<file path="src/design/psq_pkg.sv">
// Package for the power sequencer timing and power-mode register block.
// Assumes a 100 MHz APB clock; shared by the top and its slot timer.
package psq_pkg;

  // Register indices; byte address is four times the index
  localparam logic [7:0] IDX_WAKE_CFG    = 8'h94;
  localparam logic [7:0] IDX_UP_DOWN     = 8'h95;
  localparam logic [7:0] IDX_SLEEP_ENTEX = 8'h96;
  localparam logic [7:0] IDX_BUCK_MODE   = 8'h97;
  localparam logic [7:0] IDX_LINREG_MODE = 8'h98;
  localparam logic [7:0] IDX_LINREG_SRC  = 8'hA0;
  localparam logic [7:0] IDX_STATUS      = 8'hA1;

  // Field positions
  localparam int HI_FIELD_LSB = 4;
  localparam int LO_FIELD_LSB = 0;
  localparam int PERIOD_W     = 3;
  localparam int MODE_W       = 2;
  localparam int NUM_BUCK     = 4;
  localparam int NUM_LINREG   = 4;
  localparam int NUM_SEQ      = 3;

  // Reset values
  localparam logic       WAKE_EN0_RST   = 1'b1;
  localparam logic [7:0] LINREG_SRC_RST = 8'hFF;

  // Encodings
  localparam logic [1:0] MODE_OFF       = 2'h0;
  localparam logic [1:0] MODE_FOLLOW_LP = 2'h1;
  localparam logic [1:0] MODE_FORCE_LP  = 2'h2;
  localparam logic [1:0] SRC_NONE       = 2'h3;

  // Slot period times in microseconds, then in cycles
  localparam int CLK_MHZ   = 100;
  localparam int SLOT0_US  = 31;
  localparam int SLOT1_US  = 63;
  localparam int SLOT2_US  = 127;
  localparam int SLOT3_US  = 253;
  localparam int SLOT4_US  = 508;
  localparam int SLOT5_US  = 984;
  localparam int SLOT6_US  = 1936;
  localparam int SLOT7_US  = 3904;
  localparam int SLOT_CNT_W = 20;
  localparam logic [7:0][SLOT_CNT_W-1:0] SLOT_CYC_DEF = {
    SLOT_CNT_W'(SLOT7_US * CLK_MHZ), SLOT_CNT_W'(SLOT6_US * CLK_MHZ),
    SLOT_CNT_W'(SLOT5_US * CLK_MHZ), SLOT_CNT_W'(SLOT4_US * CLK_MHZ),
    SLOT_CNT_W'(SLOT3_US * CLK_MHZ), SLOT_CNT_W'(SLOT2_US * CLK_MHZ),
    SLOT_CNT_W'(SLOT1_US * CLK_MHZ), SLOT_CNT_W'(SLOT0_US * CLK_MHZ)};

  typedef enum logic [2:0] {
    PHASE_IDLE        = 3'b000,
    PHASE_POWER_UP    = 3'b001,
    PHASE_POWER_DOWN  = 3'b010,
    PHASE_SLEEP_ENTRY = 3'b011,
    PHASE_SLEEP_EXIT  = 3'b100
  } psq_phase_t;

  // Stored defaults presented to the block at reset
  typedef struct packed {
    logic       wake_on_enable0_event;
    logic [2:0] master_powerup_period;
    logic [2:0] master_powerdown_period;
    logic [2:0] master_sleep_entry_period;
    logic [2:0] master_sleep_exit_period;
    logic [7:0] buck_power_mode;
    logic [7:0] linreg_power_mode;
  } psq_defaults_t;

  typedef struct packed {
    logic [3:0] lowpower;
    logic [3:0] enable;
  } psq_reg_ctl_t;

endpackage : psq_pkg

</file>
<file path="src/design/psq_slot_timer.sv">
// Slot timer: emits one tick per selected slot period while running.
// Assumes the code is steady during a phase; a change applies at once to the slot in progress.
`timescale 1ns/1ns
`default_nettype none
module psq_slot_timer #(
  parameter int                                    CNT_W    = psq_pkg::SLOT_CNT_W,
  parameter logic [7:0][psq_pkg::SLOT_CNT_W-1:0]   SLOT_CYC = psq_pkg::SLOT_CYC_DEF
) (
  input  wire logic                              clk,
  input  wire logic                              rst_n,
  input  wire logic                              run,
  input  wire logic [psq_pkg::PERIOD_W-1:0]      code,
  output var  logic                              tick
);
  import psq_pkg::*;

  generate
    if (CNT_W != SLOT_CNT_W) begin : g_bad_width
      $error("psq_slot_timer: CNT_W must equal the slot count width");
    end
    for (genvar i = 0; i < 8; i++) begin : g_chk
      if (SLOT_CYC[i] == '0) begin : g_zero
        $error("psq_slot_timer: slot period of zero cycles");
      end
    end
  endgenerate

  logic [CNT_W-1:0] count_r;
  logic [CNT_W-1:0] count_nxt;
  logic             tick_nxt;
  wire  logic [CNT_W-1:0] last_cnt = SLOT_CYC[code] - CNT_W'(1);
  wire  logic             at_end   = (count_r >= last_cnt);

  // Counter clears while idle so a phase entered from idle starts a fresh slot
  assign count_nxt = (!run || at_end) ? '0 : count_r + CNT_W'(1);
  assign tick_nxt  = run && at_end;

  always_ff @(posedge clk or negedge rst_n) begin
    if (!rst_n) begin
      count_r <= '0;
      tick    <= 1'b0;
    end else begin
      count_r <= count_nxt;
      tick    <= tick_nxt;
    end
  end

endmodule : psq_slot_timer
`default_nettype wire

</file>
<file path="src/design/psq_regs.sv">
// Top of the sequencer timing and power-mode register block, APB slave.
// Assumes word-aligned APB accesses and inputs synchronous to pclk.
`timescale 1ns/1ns
`default_nettype none
module psq_regs #(
  parameter logic [7:0][psq_pkg::SLOT_CNT_W-1:0] SLOT_CYC = psq_pkg::SLOT_CYC_DEF
) (
  input  wire logic                    pclk,
  input  wire logic                    presetn,
  input  wire logic [11:0]             paddr,
  input  wire logic                    psel,
  input  wire logic                    penable,
  input  wire logic                    pwrite,
  input  wire logic [31:0]             pwdata,
  output var  logic [31:0]             prdata,
  output var  logic                    pready,
  output var  logic                    pslverr,
  input  wire psq_pkg::psq_defaults_t  stored_defaults,
  input  wire logic                    enable0_input,
  input  wire logic                    global_lowpower,
  input  wire logic [2:0]              flexible_sequencer_active,
  input  wire psq_pkg::psq_phase_t     seq_phase,
  output var  logic                    wakeup,
  output var  logic                    slot_tick,
  output var  psq_pkg::psq_reg_ctl_t   buck_ctl,
  output var  psq_pkg::psq_reg_ctl_t   linreg_ctl
);
  import psq_pkg::*;

  generate
    if (NUM_SEQ != 3) begin : g_bad_seq
      $error("psq_regs: source field codes exactly three sequencers");
    end
  endgenerate

  // Register storage; reserved bits are not stored
  logic       wake_on_enable0_event_r;
  logic [2:0] master_powerup_period_r;
  logic [2:0] master_powerdown_period_r;
  logic [2:0] master_sleep_entry_period_r;
  logic [2:0] master_sleep_exit_period_r;
  logic [7:0] buck_power_mode_r;
  logic [7:0] linreg_power_mode_r;
  logic [7:0] linreg_sequencer_source_r;
  logic       init_pend_r;

  // APB decode
  wire logic [7:0] idx        = paddr[9:2];
  wire logic       addr_hi_ok = (paddr[11:10] == 2'h0);
  wire logic       access     = psel && penable;
  wire logic       done       = access && pready;
  wire logic       wr_done    = done && pwrite;
  wire logic       sel_wake   = addr_hi_ok && (idx == IDX_WAKE_CFG);
  wire logic       sel_updn   = addr_hi_ok && (idx == IDX_UP_DOWN);
  wire logic       sel_sleep  = addr_hi_ok && (idx == IDX_SLEEP_ENTEX);
  wire logic       sel_buck   = addr_hi_ok && (idx == IDX_BUCK_MODE);
  wire logic       sel_lmode  = addr_hi_ok && (idx == IDX_LINREG_MODE);
  wire logic       sel_lsrc   = addr_hi_ok && (idx == IDX_LINREG_SRC);
  wire logic       sel_stat   = addr_hi_ok && (idx == IDX_STATUS);
  wire logic       mapped     = sel_wake || sel_updn || sel_sleep || sel_buck
                             || sel_lmode || sel_lsrc || sel_stat;

  // Read mux; bits 7 and 3 of period registers read zero
  wire logic [7:0] rd_updn  = {1'b0, master_powerup_period_r, 1'b0,
                               master_powerdown_period_r};
  wire logic [7:0] rd_sleep = {1'b0, master_sleep_entry_period_r, 1'b0,
                               master_sleep_exit_period_r};
  wire logic [15:0] rd_stat = {linreg_ctl, buck_ctl};
  wire logic [31:0] rd_word =
      sel_wake  ? {31'h0, wake_on_enable0_event_r} :
      sel_updn  ? {24'h0, rd_updn} :
      sel_sleep ? {24'h0, rd_sleep} :
      sel_buck  ? {24'h0, buck_power_mode_r} :
      sel_lmode ? {24'h0, linreg_power_mode_r} :
      sel_lsrc  ? {24'h0, linreg_sequencer_source_r} :
      sel_stat  ? {16'h0, rd_stat} : 32'h0;

  // One wait state: ready is a flop, raised in the second access cycle
  wire logic        pready_nxt  = access && !pready;
  wire logic [31:0] prdata_nxt  = (pready_nxt && !pwrite) ? rd_word : 32'h0;
  wire logic        pslverr_nxt = pready_nxt && !mapped;

  always_ff @(posedge pclk or negedge presetn) begin
    if (!presetn) begin
      pready  <= 1'b0;
      prdata  <= 32'h0;
      pslverr <= 1'b0;
    end else begin
      pready  <= pready_nxt;
      prdata  <= prdata_nxt;
      pslverr <= pslverr_nxt;
    end
  end

  // Writes land at the edge that completes the transfer
  wire logic wr_wake  = wr_done && sel_wake;
  wire logic wr_updn  = wr_done && sel_updn;
  wire logic wr_sleep = wr_done && sel_sleep;
  wire logic wr_buck  = wr_done && sel_buck;
  wire logic wr_lmode = wr_done && sel_lmode;
  wire logic wr_lsrc  = wr_done && sel_lsrc;

  // Constants under reset; stored defaults are caught at the first edge after release
  always_ff @(posedge pclk or negedge presetn) begin
    if (!presetn) begin
      init_pend_r <= 1'b1;
    end else begin
      init_pend_r <= 1'b0;
    end
  end

  always_ff @(posedge pclk or negedge presetn) begin
    if (!presetn) begin
      wake_on_enable0_event_r <= WAKE_EN0_RST;
    end else if (init_pend_r) begin
      wake_on_enable0_event_r <= stored_defaults.wake_on_enable0_event;
    end else if (wr_wake) begin
      wake_on_enable0_event_r <= pwdata[0];
    end
  end

  always_ff @(posedge pclk or negedge presetn) begin
    if (!presetn) begin
      master_powerup_period_r   <= 3'h0;
      master_powerdown_period_r <= 3'h0;
    end else if (init_pend_r) begin
      master_powerup_period_r   <= stored_defaults.master_powerup_period;
      master_powerdown_period_r <= stored_defaults.master_powerdown_period;
    end else if (wr_updn) begin
      master_powerup_period_r   <= pwdata[HI_FIELD_LSB +: PERIOD_W];
      master_powerdown_period_r <= pwdata[LO_FIELD_LSB +: PERIOD_W];
    end
  end

  always_ff @(posedge pclk or negedge presetn) begin
    if (!presetn) begin
      master_sleep_entry_period_r <= 3'h0;
      master_sleep_exit_period_r  <= 3'h0;
    end else if (init_pend_r) begin
      master_sleep_entry_period_r <= stored_defaults.master_sleep_entry_period;
      master_sleep_exit_period_r  <= stored_defaults.master_sleep_exit_period;
    end else if (wr_sleep) begin
      master_sleep_entry_period_r <= pwdata[HI_FIELD_LSB +: PERIOD_W];
      master_sleep_exit_period_r  <= pwdata[LO_FIELD_LSB +: PERIOD_W];
    end
  end

  always_ff @(posedge pclk or negedge presetn) begin
    if (!presetn) begin
      buck_power_mode_r   <= 8'h0;
      linreg_power_mode_r <= 8'h0;
    end else if (init_pend_r) begin
      buck_power_mode_r   <= stored_defaults.buck_power_mode;
      linreg_power_mode_r <= stored_defaults.linreg_power_mode;
    end else begin
      if (wr_buck) begin
        buck_power_mode_r <= pwdata[7:0];
      end
      if (wr_lmode) begin
        linreg_power_mode_r <= pwdata[7:0];
      end
    end
  end

  always_ff @(posedge pclk or negedge presetn) begin
    if (!presetn) begin
      linreg_sequencer_source_r <= LINREG_SRC_RST;
    end else if (wr_lsrc) begin
      linreg_sequencer_source_r <= pwdata[7:0];
    end
  end

  // Wakeup follows an enable0 event only when the wake bit is set
  wire logic wakeup_nxt = enable0_input && wake_on_enable0_event_r;

  always_ff @(posedge pclk or negedge presetn) begin
    if (!presetn) begin
      wakeup <= 1'b0;
    end else begin
      wakeup <= wakeup_nxt;
    end
  end

  // Slot period follows the sequencer phase
  logic [2:0] slot_code;
  always_comb begin
    unique case (seq_phase)
      PHASE_IDLE:        slot_code = 3'h0;
      PHASE_POWER_UP:    slot_code = master_powerup_period_r;
      PHASE_POWER_DOWN:  slot_code = master_powerdown_period_r;
      PHASE_SLEEP_ENTRY: slot_code = master_sleep_entry_period_r;
      PHASE_SLEEP_EXIT:  slot_code = master_sleep_exit_period_r;
      default:           slot_code = 3'h0;
    endcase
  end
  wire logic slot_run = (seq_phase != PHASE_IDLE) && (seq_phase <= PHASE_SLEEP_EXIT);

  psq_slot_timer #(
    .CNT_W    (SLOT_CNT_W),
    .SLOT_CYC (SLOT_CYC)
  ) u_slot_timer (
    .clk   (pclk),
    .rst_n (presetn),
    .run   (slot_run),
    .code  (slot_code),
    .tick  (slot_tick)
  );

  // Regulator mode decode, one lane per regulator
  psq_reg_ctl_t buck_nxt;
  psq_reg_ctl_t linreg_nxt;

  generate
    for (genvar n = 0; n < NUM_BUCK; n++) begin : g_buck
      // Buck n sits at bits 2n+1:2n
      wire logic [1:0] mode = buck_power_mode_r[MODE_W*n +: MODE_W];
      assign buck_nxt.enable[n]   = (mode != MODE_OFF);
      assign buck_nxt.lowpower[n] = (mode == MODE_FOLLOW_LP) ? global_lowpower
                                  : (mode == MODE_FORCE_LP);
    end
    for (genvar n = 0; n < NUM_LINREG; n++) begin : g_linreg
      // Linreg 0 sits in the top field, linreg 3 in the bottom
      localparam int LSB = MODE_W * (NUM_LINREG - 1 - n);
      wire logic [1:0] mode     = linreg_power_mode_r[LSB +: MODE_W];
      wire logic [1:0] src      = linreg_sequencer_source_r[LSB +: MODE_W];
      wire logic       no_src   = (src == SRC_NONE);
      wire logic       seq_on   = no_src ? 1'b1 : flexible_sequencer_active[src];
      assign linreg_nxt.enable[n]   = (mode != MODE_OFF) && seq_on;
      assign linreg_nxt.lowpower[n] = (mode == MODE_FOLLOW_LP) ? global_lowpower
                                    : (mode == MODE_FORCE_LP);
    end
  endgenerate

  always_ff @(posedge pclk or negedge presetn) begin
    if (!presetn) begin
      buck_ctl   <= '0;
      linreg_ctl <= '0;
    end else begin
      buck_ctl   <= buck_nxt;
      linreg_ctl <= linreg_nxt;
    end
  end

endmodule : psq_regs
`default_nettype wire

</file>
<file path="config.mk">
export PLATFORM = sky130hd
export DESIGN_NAME = psq_regs
export DESIGN_NICKNAME = d
export VERILOG_FILES = /design/src/design/psq_pkg.sv /design/src/design/psq_slot_timer.sv /design/src/design/psq_regs.sv
export SDC_FILE = /design/constraint.sdc
export NUM_CORES = 1
export LEC_CHECK = 0
export ABC_AREA = 1
export BUFFER_PORTS_ARGS = -buffer_cell sky130_fd_sc_hd__buf_4
export CORE_MARGIN = 3
export CORE_UTILIZATION = 49
export DETAILED_ROUTE_END_ITERATION = 6
export GPL_TIMING_DRIVEN = 0
export PLACE_DENSITY_LB_ADDON = 0.2
export SETUP_SLACK_MARGIN = 0.4
export SKIP_CTS_REPAIR_TIMING = 1
export SLEW_MARGIN = 20
export SYNTH_ARGS = -nofsm -noshare
export SYNTH_HDL_FRONTEND = slang
export SYNTH_HIERARCHICAL = 1
export SYNTH_SLANG_ARGS = --single-unit
</file>
<file path="constraint.sdc">
create_clock -name pclk -period 3.15 [get_ports pclk]
set_input_delay 0 -clock pclk [delete_from_list [all_inputs] [get_ports pclk]]
set_output_delay 0 -clock pclk [all_outputs]
set_load 0.005 [all_outputs]
</file>
* Yosys cells after proc, flatten, opt, wreduce, memory -nomap -nowiden
Memories as Yosys holds them, arrays and structs flattened.
Index checks and enable logic that the tools add are counted.
** Cells by class
- Add/sub/neg operators :: 2
- Order comparisons :: 7
- Eq/ne operators :: 31
- Multiplexer cells :: 45
- Reduce and logical (&&, ||, !) cells :: 52
** Operators by type and width (number)
- 16-bit 2-to-1 mux :: 8
- 8-bit equality test (second input constant) :: 7
- 20-bit 2-to-1 mux :: 2
- 8-bit 2-to-1 mux :: 4
- 1-bit logical AND :: 26
- 2-bit nonzero test :: 13
- 2-bit equality test (second input constant) :: 12
- 3-bit 2-to-1 mux :: 8
- 20-bit by 1-bit adder with 20-bit output (second input constant) :: 1
- 20-bit greater-or-equal comparator :: 1
- 20-bit by 1-bit subtractor with 20-bit output (second input constant) :: 1
- 1-bit 2-to-1 mux :: 18
- 2-bit by 1-bit equality test with 1-bit output (second input constant) :: 8
- 2-bit by 3-bit < comparator with 1-bit output (second input constant) :: 4
- 3-bit one-hot mux with 4 select lines :: 1
- 1-bit binary-select mux with 2-bit select :: 4
- 1-bit logical OR :: 7
- 3-bit by 2-bit equality test with 1-bit output (second input constant) :: 2
- 1-bit zero test :: 4
- 3-bit by 4-bit < comparator with 1-bit output (second input constant) :: 1
- 3-bit by 1-bit equality test with 1-bit output (second input constant) :: 1
- 3-bit equality test (second input constant) :: 1
- 3-bit less-or-equal comparator (second input constant) :: 1
- 3-bit nonzero test :: 1
- 2-bit zero test :: 1
** Storage, ports and cells
- Register bits :: 94
- Bits in read-only memories :: 160
- Output and inout bits :: 52
- Memories :: 1
** Memories
- (no name shown) :: words 8, bits a word 20, read ports 1, clocked after Yosys merged registers in 0, write ports 0, RTL line psq_slot_timer.sv:31 : wire logic [CNT_W-1:0] last_cnt = SLOT_CYC[code] - CNT_W'(1);

* Logic depth before layout (Yosys ltp)
Gate-level depths: netlist of run 1.
- Depth after elaboration :: 10
- Mapped depth :: 23
- Gate-level depth less buffers :: 22

* Modules after synthesis
Netlist of run 1, hierarchy kept.
** Modules (own cells, without submodules)
- psq_regs :: instances 1, cells each 480, area each 3961.3 um^2
- psq_slot_timer :: instances 1, cells each 251, area each 1783.0 um^2

* Worst setup path after synthesis of run 1
No wires, ideal clock.
- Path kind :: reg2reg
- Start point :: reg master_powerup_period_r[1]
- End point :: reg u_slot_timer.count_r[0]
- Library setup time :: 0.072 ns
- Data arrival time :: 2.861 ns
- Data required time :: 3.078 ns
- Slack :: 0.218 ns
- Cell stages (with the launch flop) :: 20
- Path buffers :: 1
- Clock period less this slack :: 2.932 ns
- Cells stage by stage :: dfrtp_1 inv_1 o221ai_1 inv_1 ha_1 nand2_1 o21ai_0 inv_1 nand3_1 nor3_1 xor2_1 ha_1 nand2_1 nand2_1 nand2_1 nand2_1 a21oi_1 nand4_1 buf_2 nor2_1
** Between the ends
- Cells in the longest elaborated chain, start to end :: 7
** Ends and longest elaborated chain
- from (decl) :: RTL line psq_regs.sv:38 : logic [2:0] master_powerup_period_r;
- from (signal assigned) :: RTL line psq_regs.sv:127 : master_powerup_period_r <= stored_defaults.master_powerup_period;
- from (signal assigned) :: RTL line psq_regs.sv:130 : master_powerup_period_r <= pwdata[HI_FIELD_LSB +: PERIOD_W];
- 3-bit one-hot mux with 4 select lines :: RTL line psq_regs.sv:187 : unique case (seq_phase)
- net slot_code[1] :: RTL line psq_regs.sv:185 : logic [2:0] slot_code;
- memory 8 x 20 bit
- 20-bit 2-to-1 mux (not written as such) :: RTL line psq_slot_timer.sv:31
- 20-bit by 1-bit subtractor with 20-bit output :: RTL line psq_slot_timer.sv:31
- 20-bit greater-or-equal comparator :: RTL line psq_slot_timer.sv:32 : wire logic at_end = (count_r >= last_cnt);
- 1-bit logical OR :: RTL line psq_slot_timer.sv:35 : assign count_nxt = (!run || at_end) ? '0 : count_r + CNT_W'(1);
- 20-bit 2-to-1 mux :: RTL line psq_slot_timer.sv:35
- net u_slot_timer.count_nxt[0] :: RTL line psq_slot_timer.sv:29 : logic [CNT_W-1:0] count_nxt;
- to (signal assigned) :: RTL line psq_slot_timer.sv:43 : count_r <= count_nxt;
- to (decl) :: RTL line psq_slot_timer.sv:28 : logic [CNT_W-1:0] count_r;
The timed path passes the listed nets, and every way through them passes these cells. The select of a mux whose other input is x is not followed.
A chain may end at the register's enable or synchronous reset.

* Final worst setup path of run 1
- Start point :: reg master_sleep_exit_period_r[1]
- End point :: reg u_slot_timer.count_r[10]
** Between the ends
- Cells in the longest elaborated chain, start to end :: 7
** Ends and longest elaborated chain
- from (decl) :: RTL line psq_regs.sv:41 : logic [2:0] master_sleep_exit_period_r;
- from (signal assigned) :: RTL line psq_regs.sv:141 : master_sleep_exit_period_r <= stored_defaults.master_sleep_exit_period;
- from (signal assigned) :: RTL line psq_regs.sv:144 : master_sleep_exit_period_r <= pwdata[LO_FIELD_LSB +: PERIOD_W];
- 3-bit one-hot mux with 4 select lines :: RTL line psq_regs.sv:187
- net slot_code[1] :: RTL line psq_regs.sv:185
- memory 8 x 20 bit
- 20-bit 2-to-1 mux (not written as such) :: RTL line psq_slot_timer.sv:31
- 20-bit by 1-bit subtractor with 20-bit output :: RTL line psq_slot_timer.sv:31
- 20-bit greater-or-equal comparator :: RTL line psq_slot_timer.sv:32
- 1-bit logical OR :: RTL line psq_slot_timer.sv:35
- 20-bit 2-to-1 mux :: RTL line psq_slot_timer.sv:35
- net u_slot_timer.count_nxt[10] :: RTL line psq_slot_timer.sv:29
The timed path passes the listed nets, and every way through them passes these cells. The select of a mux whose other input is x is not followed.

==> flow_summary.yaml, run 1 <==
yosys:
  yosys_warnings: 6
  syn_area_mm2: 0.00574
  syn_inst: 731
  synth-edff-count: 0
  ys_seq_area_share_pct: 41.2
  async_reset_ff_share_pct: 100
  synth_cell_types: 45
  synth.avg_cell_area_um2: 7.86
  synth.ff_latch_count: 94
  synth_top_flop_cell: "dfrtp_1"
die:
  start_util_pct: 51.6
  die_area_mm2: 0.0131
  core_area_mm2: 0.0111
  io_pins: 138
  die_w_um: 114
  die_y_um: 114
  rows: 38
global_routing:
  grt_max_degree: 95
  antenna_found_initial: 0
  first_global_vias: 5139
  grt_pass1_wl_mm: 24.5
  grt.total_usage_pct: 23.8
  grt.overflow.total: 0
finish:
  seqCellArea_mm2: 0.00236
  final_nets: 1023
  drive_above_1_share_pct: 30.8
  multi_input_area_mm2: 0.00301
  areaGrowthSynthToFinish_pct: 35.1
  n_fill_cell: 879
  utilization_pct: 69.8
  finalNonFillerCells: 1057
  n_antenna_cell: 0
timing:
  fin_skew_ns: 0.0113
  tns_ns: 0
  period_share_pct: 94.5
  worst_slew_pin_slew_ns: 0.845
  grt_setup_unrepaired: "true"
  fmax_ghz: 0.336
  relSlewSlack_pct: 43.7
  slew_violations: 0
  finalHoldViolCount: 12
  fin_crit_ns: 2.98
  timing.hold.ws_ns: -0.0288
  setup_viol: 0
drt:
  drt-initial-drc-count: 310
  wl_mm: 16.3
  drc: 0
  viasPerCell: 5.15
  drt.antenna.violating_nets: 0
  wl_per_cell_um: 15.4
  drtPass1Iterations: 5
  num_vias: 5439
placed_design:
  numPortBuffers: 94
  post-place-cells: 981
  hpwlAfterDp_mm: 11.7
  gp_congestion: 0.942
power_and_ir_drop:
  p_clk_share_pct: 34.5
  p_int_mw: 2.18
  vdd_drop_max_v: 0.000320
  p_leak_nw: 4.02
  p_comb_share_pct: 20.9
  pwr_density_cell_mw_per_mm2: 390
  p_sw_share_pct: 28.1
  seq_power_share_pct: 44.5
  p_switching_uw: 851
worst_setup_path:
  cp.required_ns: 3.38
  startpoint_type: "flip-flop"
  end_kind: "flip-flop"
  ff2ff_path_depth: 21
  timing_worst_setup_path_type: "reg -> reg"
  crit_path_frequent_cell: "inv_2"
  worstPathCellList: "inv_2 > o22ai_2 > inv_2 > o221ai_4 > inv_2 > ha_4 > inv_2 > o21ai_2 > nand3_2 > buf_6 > xor2_2 > ha_1 > nand2_1 > nor2_2 > nand2_1 > nor2_1 > nand2_1 > nand4_1 > buf_6 > buf_8 > nor2_2"
  critPathMaxStageDelay_ns: 0.39
  crit_slowest_cell: "dfrtp_1"
  crit_fanout: 6
  arrival_ns: 3.21
clock_tree:
  clockRootBuffer: "clkbuf_16"
  clk_latency_ns: 0.35
  clk_pin_slew_ns: 0.06
  cts_tree: "done"
  cts_max_path_buffers: 2
  clock-sinks: 94
  cts_made_buffers: 9
  h-tree-depth: 3
outcome:
  failed_checks: "negative hold slack"
  status: "complete, but fails checks"
run:
  cap_viol_max_count: 0
worst_hold_path:
  hold_depth: 5
  min_path_type: "in -> reg"
flip-flops by register name (all words and copies together) (netlist names), 8 cells and up:
register and flops:
buck_ctl 8, buck_power_mode_r 8, linreg_ctl 8, linreg_power_mode_r 8, linreg_sequencer_source_r 8, prdata 16
u_slot_timer/count_r 20
power by group through the flow:
stage,Combinational [mW],Sequential [mW],Clock [mW]
4_1_cts,0.472,1.35,1.07
2_1_floorplan,0.271,1.35,0
5_1_grt,0.702,1.36,1.11
3_5_place_dp,0.470,1.37,0
6_report,0.634,1.35,1.05
3_3_place_gp,0.456,1.36,0
cell families after synthesis:
group,count (synthesis),share of synthesized area [%]
buffers and inverters,139,11.2
adder cells (fa/ha/maj),25,5.45
XOR/XNOR,16,2.44
AO/OA/AOI/OAI,100,10.3
other,2,0.131
multiplexers,8,1.61
AND/OR/NAND/NOR,347,27.7
flip-flops,94,41.2
cells in the mapped netlist, types with 2 or more instances:
master / instances / area share [%]
a21oi_1: 27 / 2.4
a31oi_1: 16 / 1.7
a31oi_2: 2 / 0.44
buf_2: 3 / 0.26
buf_4: 17 / 2.2
buf_6: 3 / 0.59
clkbuf_1: 4 / 0.26
clkinv_2: 3 / 0.26
conb_1: 2 / 0.13
dfrtp_1: 84 / 37
dfstp_2: 10 / 4.6
ha_1: 25 / 5.4
inv_1: 103 / 6.7
inv_2: 3 / 0.20
mux2_2: 2 / 0.39
mux2_4: 2 / 0.52
mux2i_1: 4 / 0.70
nand2_1: 175 / 11
nand2_2: 13 / 1.4
nand2_4: 5 / 0.98
nand3_1: 42 / 3.7
nand3_2: 2 / 0.35
nand4_1: 6 / 0.65
nor2_1: 82 / 5.4
nor2_2: 7 / 0.76
nor2_4: 6 / 1.2
nor2_8: 2 / 0.70
nor3_1: 4 / 0.35
o211ai_1: 2 / 0.26
o21ai_0: 37 / 3.2
o21ai_2: 4 / 0.61
o221ai_1: 3 / 0.46
o22ai_1: 2 / 0.22
o32ai_1: 4 / 0.61
xnor2_1: 2 / 0.31
xor2_1: 14 / 2.1
layer usage:
metal	up-vias	global-route usage [%]	share of wire, %
li1	2648	-	-
met5	-	0	0
met1	2526	31.4	43
met3	53	3.22	5.0
met2	212	38.7	48
met4	0	11.6	4.2
critical path, delay by kind of cell (launching register included):
| family | cells | cell delay [ns] |
|---|---|---|
| buffers and inverters | 7 | 0.75 |
| AND/OR/NAND/NOR | 8 | 0.75 |
| adder cells (fa/ha/maj) | 2 | 0.47 |
| flip-flops | 1 | 0.39 |
| AO/OA/AOI/OAI | 3 | 0.37 |
| XOR/XNOR | 1 | 0.13 |
stage by stage:
step / setup WS [ns] / total power, mW / instance area (um2)
after floorplan: 0.409 / 1.62 / 5820
after global placement: -0.0638 / 1.82 / 6700
after detailed placement: -0.154 / 1.84 / 6700
after CTS: -0.123 / 2.89 / 6990
after global routing: -0.0176 / 3.17 / 7760
final: 0.174 / 3.03 / 7760
layout by cell type, fill, tap and decap left out, drive strengths merged:
cell type    synthesis  routed
xnor2                2       2
nor3                 4       4
o22ai                2       2
nand3               44      44
a31oi               18      18
buf                 25     147
a21oi               27      27
o32ai                4       4
conb                 2      18
dfrtp               84      84
nor4                 1       1
inv                107     107
clkbuf               4      16
o211ai               2       2
dlygate4sd3          0      32
mux2                 4       4
nand4                7       7
mux2i                4       4
a22oi                1       1
o21ai               41      41
nand2              194     194
clkinv               3       7
nor2                97      97
o221ai               3       3
xor2                14      14
a21boi               1       1
dfstp               10      10
a21o                 1       1
ha                  25      25
worst paths after layout:
path	from	end	slack [ns]
worst max-delay path	master_sleep_exit_period_r[1]$_DFFE_PN0P_	u_slot_timer/count_r[10]$_DFF_PN0_	0.17
worst min-delay path	stored_defaults[18]	master_sleep_exit_period_r[2]$_DFFE_PN0P_	-0.03
worst min register to register	linreg_ctl[6]$_DFF_PN0_	prdata[14]$_DFF_PN0_	0.49
min in group asynchronous	presetn	prdata[14]$_DFF_PN0_	0.33
worst max register to register	master_sleep_exit_period_r[1]$_DFFE_PN0P_	u_slot_timer/count_r[10]$_DFF_PN0_	0.17
max in group asynchronous	presetn	buck_power_mode_r[4]$_DFFE_PN0P_	2.27
area by class of cell:
cell class	instances	area share, %
well taps	140	2.26
repair buffers	154	16.3
plain buffers	29	3.18
clock buffers	12	3.43
multi-input cells	514	38.7
clock inverters	4	0.258
inverters	110	5.40
flip-flops and latches	94	30.5
Note: power is estimated with default switching activity, not from simulation.
==> run 2: changes to the inputs <==
--- a/config.mk
+++ b/config.mk
@@ -7,8 +7,10 @@
 export LEC_CHECK = 0
 export ABC_AREA = 1
 export BUFFER_PORTS_ARGS = -buffer_cell sky130_fd_sc_hd__buf_4
+export CELL_PAD_IN_SITES_DETAIL_PLACEMENT = 1
+export CELL_PAD_IN_SITES_GLOBAL_PLACEMENT = 1
 export CORE_MARGIN = 3
-export CORE_UTILIZATION = 49
+export CORE_UTILIZATION = 36
 export DETAILED_ROUTE_END_ITERATION = 6
 export GPL_TIMING_DRIVEN = 0
 export PLACE_DENSITY_LB_ADDON = 0.2
==> flow_summary.yaml, run 2 (synthesis results as in run 1) <==
drt:
  wl_per_cell_um: 16.8
  viasPerCell: 4.82
  drc: 0
  drt.antenna.violating_nets: 0
  drt-initial-drc-count: 290
  wl_mm: 18.9
  num_vias: 5440
  drtPass1Iterations: 5
global_routing:
  first_global_vias: 5470
  grt_max_degree: 95
  grt.overflow.total: 0
  grt_pass1_wl_mm: 28.3
  grt.total_usage_pct: 20.1
  antenna_found_initial: 0
worst_setup_path:
  startpoint_type: "flip-flop"
  arrival_ns: 3.23
  crit_slowest_cell: "dfrtp_1"
  rrSetupSlack_ns: 0.15
  crit_path_frequent_cell: "inv_2"
  timing_worst_setup_path_type: "reg -> reg"
  cp.required_ns: 3.38
  end_kind: "flip-flop"
  worstPathCellList: "inv_2 > o22ai_2 > inv_2 > o221ai_4 > inv_2 > ha_4 > inv_2 > o21ai_2 > nand3_2 > buf_4 > xor2_1 > ha_1 > nand2_1 > nor2_2 > nand2_1 > nor2_1 > nand2_1 > nand4_1 > buf_6 > buf_6 > nor2_2"
  crit_fanout: 6
  critPathMaxStageDelay_ns: 0.40
finish:
  mostFrequentLayoutCell: "nand2_1"
  areaGrowthSynthToFinish_pct: 37.4
  drive_above_1_share_pct: 30.1
  final_nets: 1023
  reg.largest.list: "u_slot_timer/count_r (20), prdata (16)"
  final_cell_mix: "nand2_1, buf_4, inv_1"
  n_antenna_cell: 0
  top_register: "u_slot_timer/count_r"
  largest_register_ffs: 20
  utilization_pct: 51.2
power_and_ir_drop:
  vdd_drop_max_v: 0.000317
  total_power_mw: 3.12
  p_leak_nw: 4.02
  pwr_density_cell_mw_per_mm2: 395
timing:
  worst_slew_pin_slew_ns: 0.906
  fmax_ghz: 0.333
  timing.hold.ws_ns: -0.0345
  finalHoldViolCount: 6
  fin_skew_ns: 0.00630
  fin_crit_ns: 3.00
  setup_viol: 0
  relSlewSlack_pct: 39.6
  tns_ns: 0
  slew_violations: 0
  grt_setup_unrepaired: "true"
  period_share_pct: 95.2
clock_tree:
  clockRootBuffer: "clkbuf_16"
  clock-sinks: 94
  clk_pin_slew_ns: 0.07
  cts_max_path_buffers: 2
  h-tree-depth: 3
  cts_tree: "done"
  clk_latency_ns: 0.35
  cts_made_buffers: 9
die:
  core_area_mm2: 0.0154
  start_util_pct: 37.2
  rows: 45
  io_pins: 138
  die_y_um: 132
  die_w_um: 132
  die_area_mm2: 0.0175
worst_hold_path:
  min_path_type: "in -> reg"
placed_design:
  gp_congestion: 0.872
  numPortBuffers: 94
  hpwlAfterDp_mm: 14.0
outcome:
  failed_checks: "negative hold slack"
  status: "complete, but fails checks"
run:
  cap_viol_max_count: 0
==> run 2: area by class of cell <==
class                      instances  area [um2]
buffer                            29         256
clock buffer                      11         243
clock inverter                     5        56.3
fill                            1910        7540
inverter                         110         419
multi-input combinational        514        3030
sequential                        94        2360
tap                              211         264
timing repair buffer             154        1250
==> run 2: final timing paths <==
kind / startpoint / to / cells past startpoint
setup reg to reg: master_sleep_exit_period_r[1]$_DFFE_PN0P_ / u_slot_timer/count_r[8]$_DFF_PN0_ / 21
max in group asynchronous: presetn / master_powerdown_period_r[1]$_DFFE_PN0P_ / 2
setup / recovery: master_sleep_exit_period_r[1]$_DFFE_PN0P_ / u_slot_timer/count_r[8]$_DFF_PN0_ / 21
min in group asynchronous: presetn / prdata[10]$_DFF_PN0_ / 2
hold / removal: stored_defaults[18] / master_sleep_exit_period_r[2]$_DFFE_PN0P_ / 5
hold reg to reg: linreg_ctl[5]$_DFF_PN0_ / prdata[13]$_DFF_PN0_ / 2
==> run 2: per-stage QoR <==
stage,std cells,worst slack [ns],instance area [um2]
6_report,1128,0.151,7890
5_1_grt,1128,-0.0281,7890
2_1_floorplan,747,0.409,5820
3_5_place_dp,1052,-0.244,6790
3_3_place_gp,1052,-0.0994,6790
4_1_cts,1068,-0.165,7090
==> run 2: critical path: cells and delay by family (launching register included) <==
kind	cells	cell delay, ns
fa+ha+maj	2	0.48
buf+inv	7	0.81
xor+xnor	1	0.14
compound gates	3	0.35
flops	1	0.40
simple gates	8	0.70
==> run 2: layer usage <==
layer | track usage, % | share of wire (%) | up-vias
met5 | 0 | 0 | -
met4 | 5.60 | 1.6 | 0
met3 | 2.79 | 2.4 | 19
met2 | 35.4 | 53 | 95
met1 | 26.0 | 43 | 2673
li1 | - | - | 2653
==> run 2: power breakdown <==
| group | internal, mW | switching, mW |
|---|---|---|
| Sequential | 1.28 | 0.0704 |
| Combinational | 0.305 | 0.351 |
| Clock | 0.638 | 0.473 |
